**src/rtl/ptcc_regs.vh**
```
// Constants for the pulse timing chain control block.
// Assumes a 125 MHz hclk and an AHB-Lite master with single word transfers.
// Functional notes
// RL1: Interval bit 0 gives frequency mode, 1 gives interval mode; mode-select 1 unused.
// RL2: A stage flags error when retriggered before its current event completes.
// RL3: Period stage in frequency mode makes a 50% square wave at programmed rate.
// RL4: Period stage runs freely or starts on external trigger per three mode bits.
// RL5: Inverted period output goes to trigger output; true output triggers delay stage.
// RL6: Delay stage repeats trigger rate, shifted by the programmed delay, feeding width.
// RL7: Delay longer than the period raises the delay error.
// RL8: Width stage makes one pulse per trigger of programmed width, driving transition.
// RL9: Double-pulse mode fires the width stage on both delay output edges.
// RL10: Width longer than the period raises the width error.
// RL11: Fixed-transition mode forwards the width pulse straight to the fast output.
// RL12: Ramp charges to full on rising input, holds, discharges to zero on falling.
// RL13: Range code picks external capacitors for slow slopes, internal for fast.
// RL14: Four error flags are latched and driven to the bus only during error read.
// RL15: Control code 000 off, 001 period, 010 delay, 011 width, 100 high level.
// RL16: Period, delay, width control modes route control input to that stage.
// RL17: Level check output low in normal operation, high in self test.
// RL18: Three sub-address bits with write strobe decode one of eight load strobes.
// RL19: Each stage captures its eight control bits on its store-select strobe; the slope stage here captures only its three range bits.
// RL20: Three-bit range code picks eight decades, 0 fastest, 7 slowest.
// RL21: Error flags stay set until the error-clear strobe is issued.
`ifndef PTCC_REGS_VH
`define PTCC_REGS_VH
// ==========================================
// Register byte offsets
`define PTCC_PER_OFS 8'h00
`define PTCC_DEL_OFS 8'h04
`define PTCC_WID_OFS 8'h08
`define PTCC_SLP_OFS 8'h0C
`define PTCC_MODE_OFS 8'h10
`define PTCC_ERR_OFS 8'h14
`define PTCC_ERRCLR_OFS 8'h18
`define PTCC_TIME_OFS 8'h1C
// ==========================================
// Stage store fields
`define PTCC_F_GATE 7
`define PTCC_F_TPOS 6
`define PTCC_F_TNEG 5
`define PTCC_F_TIME 4
`define PTCC_F_MSEL 3
// Mode latch fields
`define PTCC_F_DBL 3
`define PTCC_F_FIXED 4
`define PTCC_F_SELFTEST 5
// Control codes
`define PTCC_CC_OFF 3'h0
`define PTCC_CC_PER 3'h1
`define PTCC_CC_DEL 3'h2
`define PTCC_CC_WID 3'h3
`define PTCC_CC_HIL 3'h4
// Slope range code at or above which external capacitors are used
`define PTCC_SLP_EXT_MIN 3'h4
// Reset values
`define PTCC_STORE_RST 8'h00
`define PTCC_TIME_RST 16'h0004
// Ramp full scale in ramp steps
`define PTCC_RAMP_FULL 8'hFF
`endif

```
**src/rtl/ptcc_stage.v**
```verilog
// One timing stage: frequency (square wave) or interval (triggered pulse).
// Assumes base count from the time register and a decade range code.
`include "ptcc_regs.vh"
module ptcc_stage (
	// Clock and reset
	input wire hclk,
	input wire hresetn,
	// Configuration
	input wire [7:0] store,
	input wire [15:0] base,
	input wire ctrl_en,
	input wire ctrl_in,
	// Chain
	input wire trig,
	output reg out_reg,
	output reg err_pulse_reg
);
	reg [31:0] cnt_reg;
	reg [31:0] len;
	wire interval;
	wire mode_ok;
	integer i;
	// Decade scaling of the base length
	always @* begin
		len = {16'h0000, base};
		for (i = 0; i < 7; i = i + 1) begin
			if (i < store[2:0])
				len = len * 32'd10; // [RL20]
		end
		if (ctrl_en && ctrl_in)
			len = len << 1; // [RL16]
		if (len == 32'd0)
			len = 32'd1;
	end
	assign interval = store[`PTCC_F_TIME]; // [RL1]
	assign mode_ok = ~store[`PTCC_F_MSEL]; // [RL1]
	// Stage counter
	always @(posedge hclk or negedge hresetn) begin
		if (!hresetn) begin
			cnt_reg <= 32'h00000000;
			out_reg <= 1'b0;
			err_pulse_reg <= 1'b0;
		end else begin
			err_pulse_reg <= 1'b0;
			if (!mode_ok) begin
				out_reg <= 1'b0;
				cnt_reg <= 32'h00000000;
			end else if (!interval) begin
				// Half period toggling gives 50% duty [RL3]
				// Count only while the trigger qualifier allows it [RL4]
				if (trig) begin
					if (cnt_reg + 32'd1 >= len) begin
						cnt_reg <= 32'h00000000;
						out_reg <= ~out_reg;
					end else
						cnt_reg <= cnt_reg + 32'd1;
				end else
					out_reg <= 1'b0;
			end else if (trig) begin
				if (cnt_reg != 32'd0)
					err_pulse_reg <= 1'b1; // [RL2]
				cnt_reg <= len;
				out_reg <= 1'b1;
			end else if (cnt_reg > 32'd1) begin
				cnt_reg <= cnt_reg - 32'd1;
			end else begin
				cnt_reg <= 32'h00000000;
				out_reg <= 1'b0;
			end
		end
	end
endmodule

```
**src/rtl/ptcc_top.v**
```verilog
// Timing chain control: period, delay, width and slope stages with AHB-Lite registers.
// Assumes one AHB-Lite master doing single 32-bit transfers; hclk at 125 MHz.
//
// Chosen here: the register addresses and register access over AHB-Lite.
`include "ptcc_regs.vh"
module ptcc_top (
	// AHB-Lite
	input wire hclk,
	input wire hresetn,
	input wire hsel,
	input wire [7:0] haddr,
	input wire [1:0] htrans,
	input wire hwrite,
	input wire [2:0] hsize,
	input wire [31:0] hwdata,
	input wire hready,
	output reg [31:0] hrdata,
	output wire hreadyout,
	output wire hresp,
	// Pins
	input wire ext_trigger,
	input wire ctrl_input,
	output wire trigger_output,
	output reg fast_pulse_output,
	output reg [7:0] ramp_level,
	output wire ext_cap_select,
	output wire high_level_ctrl,
	output wire level_check_output
);
	// ==========================================
	// Bus decode
	reg [7:0] addr_reg;
	reg wr_reg;
	reg rd_reg;
	wire acc;
	assign acc = hsel && hready && htrans[1];
	assign hreadyout = 1'b1;
	assign hresp = 1'b0;
	// Address phase capture
	always @(posedge hclk or negedge hresetn) begin
		if (!hresetn) begin
			addr_reg <= 8'h00;
			wr_reg <= 1'b0;
			rd_reg <= 1'b0;
		end else begin
			addr_reg <= haddr;
			wr_reg <= acc && hwrite;
			rd_reg <= acc && !hwrite;
		end
	end
	// One-of-eight load strobe decode
	function [7:0] ptcc_dec;
		input [7:0] a;
		input en;
		begin
			ptcc_dec = en ? (8'h01 << a[4:2]) : 8'h00; // [RL18]
		end
	endfunction
	wire [7:0] ld;
	assign ld = ptcc_dec(addr_reg, wr_reg);
	// ==========================================
	// Stores
	reg [7:0] per_store_reg;
	reg [7:0] del_store_reg;
	reg [7:0] wid_store_reg;
	reg [2:0] slope_range_reg;
	reg [7:0] mode_reg;
	reg [15:0] time_reg;
	// Stage stores load on their strobes
	always @(posedge hclk or negedge hresetn) begin
		if (!hresetn) begin
			per_store_reg <= `PTCC_STORE_RST;
			del_store_reg <= `PTCC_STORE_RST;
			wid_store_reg <= `PTCC_STORE_RST;
			slope_range_reg <= 3'h0;
			mode_reg <= `PTCC_STORE_RST;
			time_reg <= `PTCC_TIME_RST;
		end else begin
			if (ld[0])
				per_store_reg <= hwdata[7:0]; // [RL19]
			if (ld[1])
				del_store_reg <= hwdata[7:0]; // [RL19]
			if (ld[2])
				wid_store_reg <= hwdata[7:0]; // [RL19]
			if (ld[3])
				slope_range_reg <= hwdata[2:0]; // [RL13]
			if (ld[4])
				mode_reg <= hwdata[7:0];
			if (ld[7])
				time_reg <= hwdata[15:0];
		end
	end
	// ==========================================
	// Control routing
	wire [2:0] ctrl_code;
	assign ctrl_code = mode_reg[2:0];
	wire per_ctl = (ctrl_code == `PTCC_CC_PER); // [RL15]
	wire del_ctl = (ctrl_code == `PTCC_CC_DEL); // [RL15]
	wire wid_ctl = (ctrl_code == `PTCC_CC_WID); // [RL15]
	assign high_level_ctrl = (ctrl_code == `PTCC_CC_HIL) && ctrl_input; // [RL15]
	assign level_check_output = mode_reg[`PTCC_F_SELFTEST]; // [RL17]
	// ==========================================
	// Period stage trigger qualification
	reg ext_d_reg;
	reg per_trig;
	always @(posedge hclk or negedge hresetn) begin
		if (!hresetn)
			ext_d_reg <= 1'b0;
		else
			ext_d_reg <= ext_trigger;
	end
	// Free run when no trigger bit set, else gate or edge trigger
	always @* begin
		if (per_store_reg[7:5] == 3'h0)
			per_trig = 1'b1; // [RL4]
		else if (per_store_reg[`PTCC_F_GATE])
			per_trig = ext_trigger; // [RL4]
		else
			per_trig = (per_store_reg[`PTCC_F_TPOS] && ext_trigger && !ext_d_reg) ||
				(per_store_reg[`PTCC_F_TNEG] && !ext_trigger && ext_d_reg); // [RL4]
	end
	wire per_out;
	wire del_out;
	wire wid_out;
	wire per_err;
	wire del_err;
	wire wid_err;
	reg per_d_reg;
	reg del_d_reg;
	// Period stage
	ptcc_stage u_per (
		.hclk(hclk),
		.hresetn(hresetn),
		.store(per_store_reg),
		.base(time_reg),
		.ctrl_en(per_ctl),
		.ctrl_in(ctrl_input),
		.trig(per_trig),
		.out_reg(per_out),
		.err_pulse_reg(per_err)
	);
	assign trigger_output = ~per_out; // [RL5]
	// Delay triggered by rising edge of true period output
	wire del_trig = per_out && !per_d_reg; // [RL5]
	ptcc_stage u_del (
		.hclk(hclk),
		.hresetn(hresetn),
		.store(del_store_reg),
		.base(time_reg),
		.ctrl_en(del_ctl),
		.ctrl_in(ctrl_input),
		.trig(del_trig),
		.out_reg(del_out),
		.err_pulse_reg(del_err)
	); // [RL6] [RL7]
	// Width fires on delay falling edge, or both edges in double-pulse
	wire del_fall = !del_out && del_d_reg; // [RL6]
	wire del_rise = del_out && !del_d_reg;
	wire wid_trig = del_fall || (mode_reg[`PTCC_F_DBL] && del_rise); // [RL9]
	ptcc_stage u_wid (
		.hclk(hclk),
		.hresetn(hresetn),
		.store(wid_store_reg),
		.base(time_reg),
		.ctrl_en(wid_ctl),
		.ctrl_in(ctrl_input),
		.trig(wid_trig),
		.out_reg(wid_out),
		.err_pulse_reg(wid_err)
	); // [RL8] [RL10]
	// Edge history
	always @(posedge hclk or negedge hresetn) begin
		if (!hresetn) begin
			per_d_reg <= 1'b0;
			del_d_reg <= 1'b0;
		end else begin
			per_d_reg <= per_out;
			del_d_reg <= del_out;
		end
	end
	// ==========================================
	// Transition stage
	reg slope_err;
	reg wid_d_reg;
	assign ext_cap_select = (slope_range_reg >= `PTCC_SLP_EXT_MIN); // [RL13]
	always @(posedge hclk or negedge hresetn) begin
		if (!hresetn) begin
			fast_pulse_output <= 1'b0;
			ramp_level <= 8'h00;
			slope_err <= 1'b0;
			wid_d_reg <= 1'b0;
		end else begin
			wid_d_reg <= wid_out;
			slope_err <= 1'b0;
			if (mode_reg[`PTCC_F_FIXED]) begin
				fast_pulse_output <= wid_out; // [RL11]
				ramp_level <= 8'h00;
			end else begin
				fast_pulse_output <= 1'b0;
				// Retrigger while still ramping down counts as overrun
				if (wid_out && !wid_d_reg && ramp_level != 8'h00)
					slope_err <= 1'b1; // [RL2]
				if (wid_out && ramp_level != `PTCC_RAMP_FULL)
					ramp_level <= ramp_level + 8'h01; // [RL12]
				else if (!wid_out && ramp_level != 8'h00)
					ramp_level <= ramp_level - 8'h01; // [RL12]
			end
		end
	end
	// ==========================================
	// Error latches, set wins over clear
	reg [3:0] err_reg;
	wire [3:0] err_set = {slope_err, wid_err, del_err, per_err};
	wire err_clr = ld[6]; // [RL21]
	always @(posedge hclk or negedge hresetn) begin
		if (!hresetn)
			err_reg <= 4'h0;
		else
			err_reg <= err_set | (err_clr ? 4'h0 : err_reg); // [RL21]
	end
	// ==========================================
	// Read data, error flags only during error read
	always @* begin
		hrdata = 32'h00000000;
		if (rd_reg) begin
			case (addr_reg[4:2])
				3'h0: hrdata = {24'h000000, per_store_reg};
				3'h1: hrdata = {24'h000000, del_store_reg};
				3'h2: hrdata = {24'h000000, wid_store_reg};
				3'h3: hrdata = {29'h00000000, slope_range_reg};
				3'h4: hrdata = {24'h000000, mode_reg};
				3'h5: hrdata = {28'h0000000, err_reg}; // [RL14]
				3'h7: hrdata = {16'h0000, time_reg};
				default: hrdata = 32'h00000000;
			endcase
		end
	end
endmodule

```
**config.mk**
```make
export PLATFORM = sky130hd
export DESIGN_NAME = ptcc_top
export DESIGN_NICKNAME = d
export VERILOG_FILES = /design/src/rtl/ptcc_stage.v /design/src/rtl/ptcc_top.v
export VERILOG_INCLUDE_DIRS = /design/src /design/src/rtl
export SDC_FILE = /design/constraint.sdc
export NUM_CORES = 2
export LEC_CHECK = 0
export BUFFER_PORTS_ARGS = -buffer_cell sky130_fd_sc_hd__buf_2
export CAP_MARGIN = 20
export CORE_UTILIZATION = 35
export DETAILED_ROUTE_END_ITERATION = 8
export GPL_TIMING_DRIVEN = 0
export PLACE_DENSITY = 0.49
export SLEW_MARGIN = 20
export SYNTH_ARGS = -nofsm -noshare
export SYNTH_HDL_FRONTEND = slang
export SYNTH_SLANG_ARGS = --single-unit
```
**constraint.sdc**
```tcl
create_clock -name hclk -period 21 [get_ports hclk]
set_clock_uncertainty 0.1 [all_clocks]
set_input_delay 1.05 -clock hclk [delete_from_list [all_inputs] [get_ports hclk]]
set_output_delay 1.05 -clock hclk [all_outputs]
set_load 0.1 [all_outputs]
```
==> metrics.md <==
| Metric | Value |
|---|---|
| Status | finished, final reports clean |
| Post-DRT Antenna Nets | 0 |
| Final setup vio count | 0 |
| Top-Level Pins | 99 |
| Startpoint Class | register |
| Critical path's top delay family | buffers and inverters |
| Primary FF master, synth | dfrtp_1 |
| Drt first pass iters | 6 |
| Remaining DRCs | 0 |
| Gr busiest metal | met2 |
| # Max-Cap Violations | 0 |
| Pins over their slew limit | 0 |
| Die footprint | 160900 um2 |
| Post-layout min period | 20240 ps |
| Gr ovfl total | 0 |
| Worst Path Required | 21340 ps |
| Met3 Use GR | 2.406% |
| Slowest CP cell | clkbuf_1 |
| First-pass GRT wire length | 346.3 mm |
| Dpl hpwl | 190.5 mm |
| Initial antenna violation count | 6 |
| Crit path buf inv count | 15 |
| Endpoints failing hold | 0 |
| Commonest non-fill, non-tap cell in the layout | ha_1 |
| Arr. time, crit path | 20590 ps |
| RePlAce Congestion | 0.9466 |
| Critical path's largest stage delay | 980 ps |
| Seq/Total Area, Yosys | 7.904% |
| Vias in the first global route | 56691 |
| Skew-Pair Late Insertion Delay | 560 ps |
| RSZ-0062 raised after global routing | no |
| Commonest non-fill, non-tap cells in the layout | ha_1 (1015), nor2_1 (738), nand2_1 (704), a21oi_1 (663), o21ai_0 (436) |
| M1 GR Usage | 37.08% |
| Rows | 146 |
| Sink Count | 176 |
| Final layout net count | 8789 |
| Post-Route WL | 229.9 mm |
| TritonCTS clock tree | yes |
| Initial core utilization | 35.23% |
| Die width | 401.1 um |
| Share of layout cells above drive strength 1 | 5.392% |
| Max Freq | 49.40 MHz |
| CTS Root Buffer Type | clkbuf_16 |
| Synth-to-layout area growth | 6.972% |
| Number of flops mapped to enable cells by yosys | 0 |
| Crit path max fanout | 10 |
| CTS buffer count | 17 |
| Pin count of the biggest net entering global routing | 85 |
| DRT iter0 DRCs | 4840 |
| CTS H-tree lvls | 4 |
| Syn Area/Cell | 7.325 um2 |
| Vias | 59196 |
| Yosys cell types | 131 |
| Clk buf depth | 2 |
| CP Capture Type | register |
| Asr flop ratio synth | 100.0% |
| GRT Util Overall | 27.48% |
| Vias per cell | 6.047 |
| Worst Max-Slew Pin Slew | 1313 ps |
| Tcrit/Tclk final | 96.40% |
| Hold crit path type | primary input to asynchronous set/reset pin |
| Post-cts hold buffer count | 0 |
| Slew margin rel. | 12.44% |
| Post-CTS Setup Bufs | 0 |
| Synth Cell Area | 55740 um2 |
| I/O Buffers | 55 |
| Min Hold Slack | 270.6 ps |
| Die Y | 401.1 um |
| Met2 Resource Use GR | 46.15% |
| Ys Warns | 0 |
| Total core area | 158200 um2 |
| FF+latch count, synth | 176 |
| Wire per inst | 23.49 um |
| Gate count after technology mapping | 7610 |
| Setup CP Type | register to register |
| CTS clock-pin slew for the worst setup and hold paths | 100 ps |
==> worst reg2reg max path, delay by kind of cell, from the launching register on <==
kind / cells / cell delay [ps]
xor gates and xnor gates: 3 / 530
muxes: 2 / 710
AOI/OAI and AO/OA: 25 / 6170
and+or+nand+nor: 11 / 2310
DFF: 1 / 450
buffers and inverters: 15 / 7060
adders and majority gates: 9 / 2780
==> cell families (layout without fill, tap and decap cells) <==
logic type,count (synthesis),after routing,share of synthesized area (%)
AO/OA/AOI/OAI,2546,2546,30.69
AND/OR/NAND/NOR,2512,2512,21.48
adder cells (fa/ha/maj),1035,1035,23.50
buffers and inverters,639,728,4.498
XOR/XNOR,515,515,8.193
multiplexers,185,185,3.715
flip-flops,176,176,7.904
other,2,20,0.01347
==> final cells by class <==
type	count	area (um2)
Fill cell	17033	98570
Multi-Input combinational cell	6811	49120
Sequential cell	176	4409
Tap cell	2072	2592
Buffer	396	1615
Inverter	241	904.6
Clock buffer	19	452.9
Timing Repair Buffer	59	362.8
Clock inverter	13	163.9
Antenna cell	2	5.005
==> synthesized netlist by cell type (81+ instances only) <==
cell | number | share of area, %
nand3_1 | 191 | 1.7
and2_1 | 81 | 0.91
o21a_1 | 105 | 1.4
nor2_1 | 740 | 5.0
inv_1 | 238 | 1.6
ha_1 | 1015 | 23
mux2_2 | 81 | 1.6
o22ai_1 | 98 | 1.1
nor3_1 | 179 | 1.6
a31oi_1 | 82 | 0.92
o21ai_0 | 439 | 3.9
a211oi_1 | 134 | 1.8
a21oi_1 | 665 | 6.0
o211ai_1 | 114 | 1.5
mux2i_1 | 94 | 1.7
nand2b_1 | 82 | 0.92
clkbuf_1 | 308 | 2.1
a21o_1 | 212 | 2.9
and3_1 | 98 | 1.1
xor2_1 | 192 | 3.0
dfrtp_1 | 175 | 7.9
nand4_1 | 81 | 0.91
xnor2_1 | 318 | 5.0
nand2_1 | 704 | 4.7
==> through the flow <==
step	util (%)	instances	setup WS (ps)	TNS (ps)	instance area [um2]
2_1_floorplan	-	7626	4528	0	55800
3_3_place_gp	37.09	9753	-871.3	-17040	58670
3_5_place_dp	37.16	9757	-953.6	-19520	58790
4_1_cts	37.57	9789	98.97	0	59440
5_1_grt	37.69	9788	0.7265	0	59620
6_report	37.69	9789	755.4	0	59630
==> routing by layer <==
metal  routed length, um  share of wire, %  vias to the layer above
met2              106700                46                     1630
li1                    -                 -                    28788
met3               10740               4.7                      269
met1              105900                46                    28505
met5                  28             0.012                        -
met4                6571               2.9                        4
==> repair_timing <==
item,4_1_cts,5_1_grt
resized for setup,9,52
pin swaps,0,1
hold endpoints to repair,0,0
setup endpoints to repair,45,99
==> worst paths after layout <==
check                                    start  slack (ps)  cells after the start                end
setup reg to reg              wid_store_reg[2]         760                     65  u_wid.cnt_reg[12]
hold / removal                         hresetn         270                      1      ramp_level[0]
setup / recovery              wid_store_reg[2]         760                     65  u_wid.cnt_reg[12]
hold reg to reg            u_per.err_pulse_reg         340                      1         err_reg[0]
max in group asynchronous              hresetn       19650                      2        time_reg[2]
min in group hclk          u_per.err_pulse_reg         340                      1         err_reg[0]
Power is left out: the tool's default activity adds up to more than one toggle a clock period on the data nets, which glitch-free logic cannot reach.
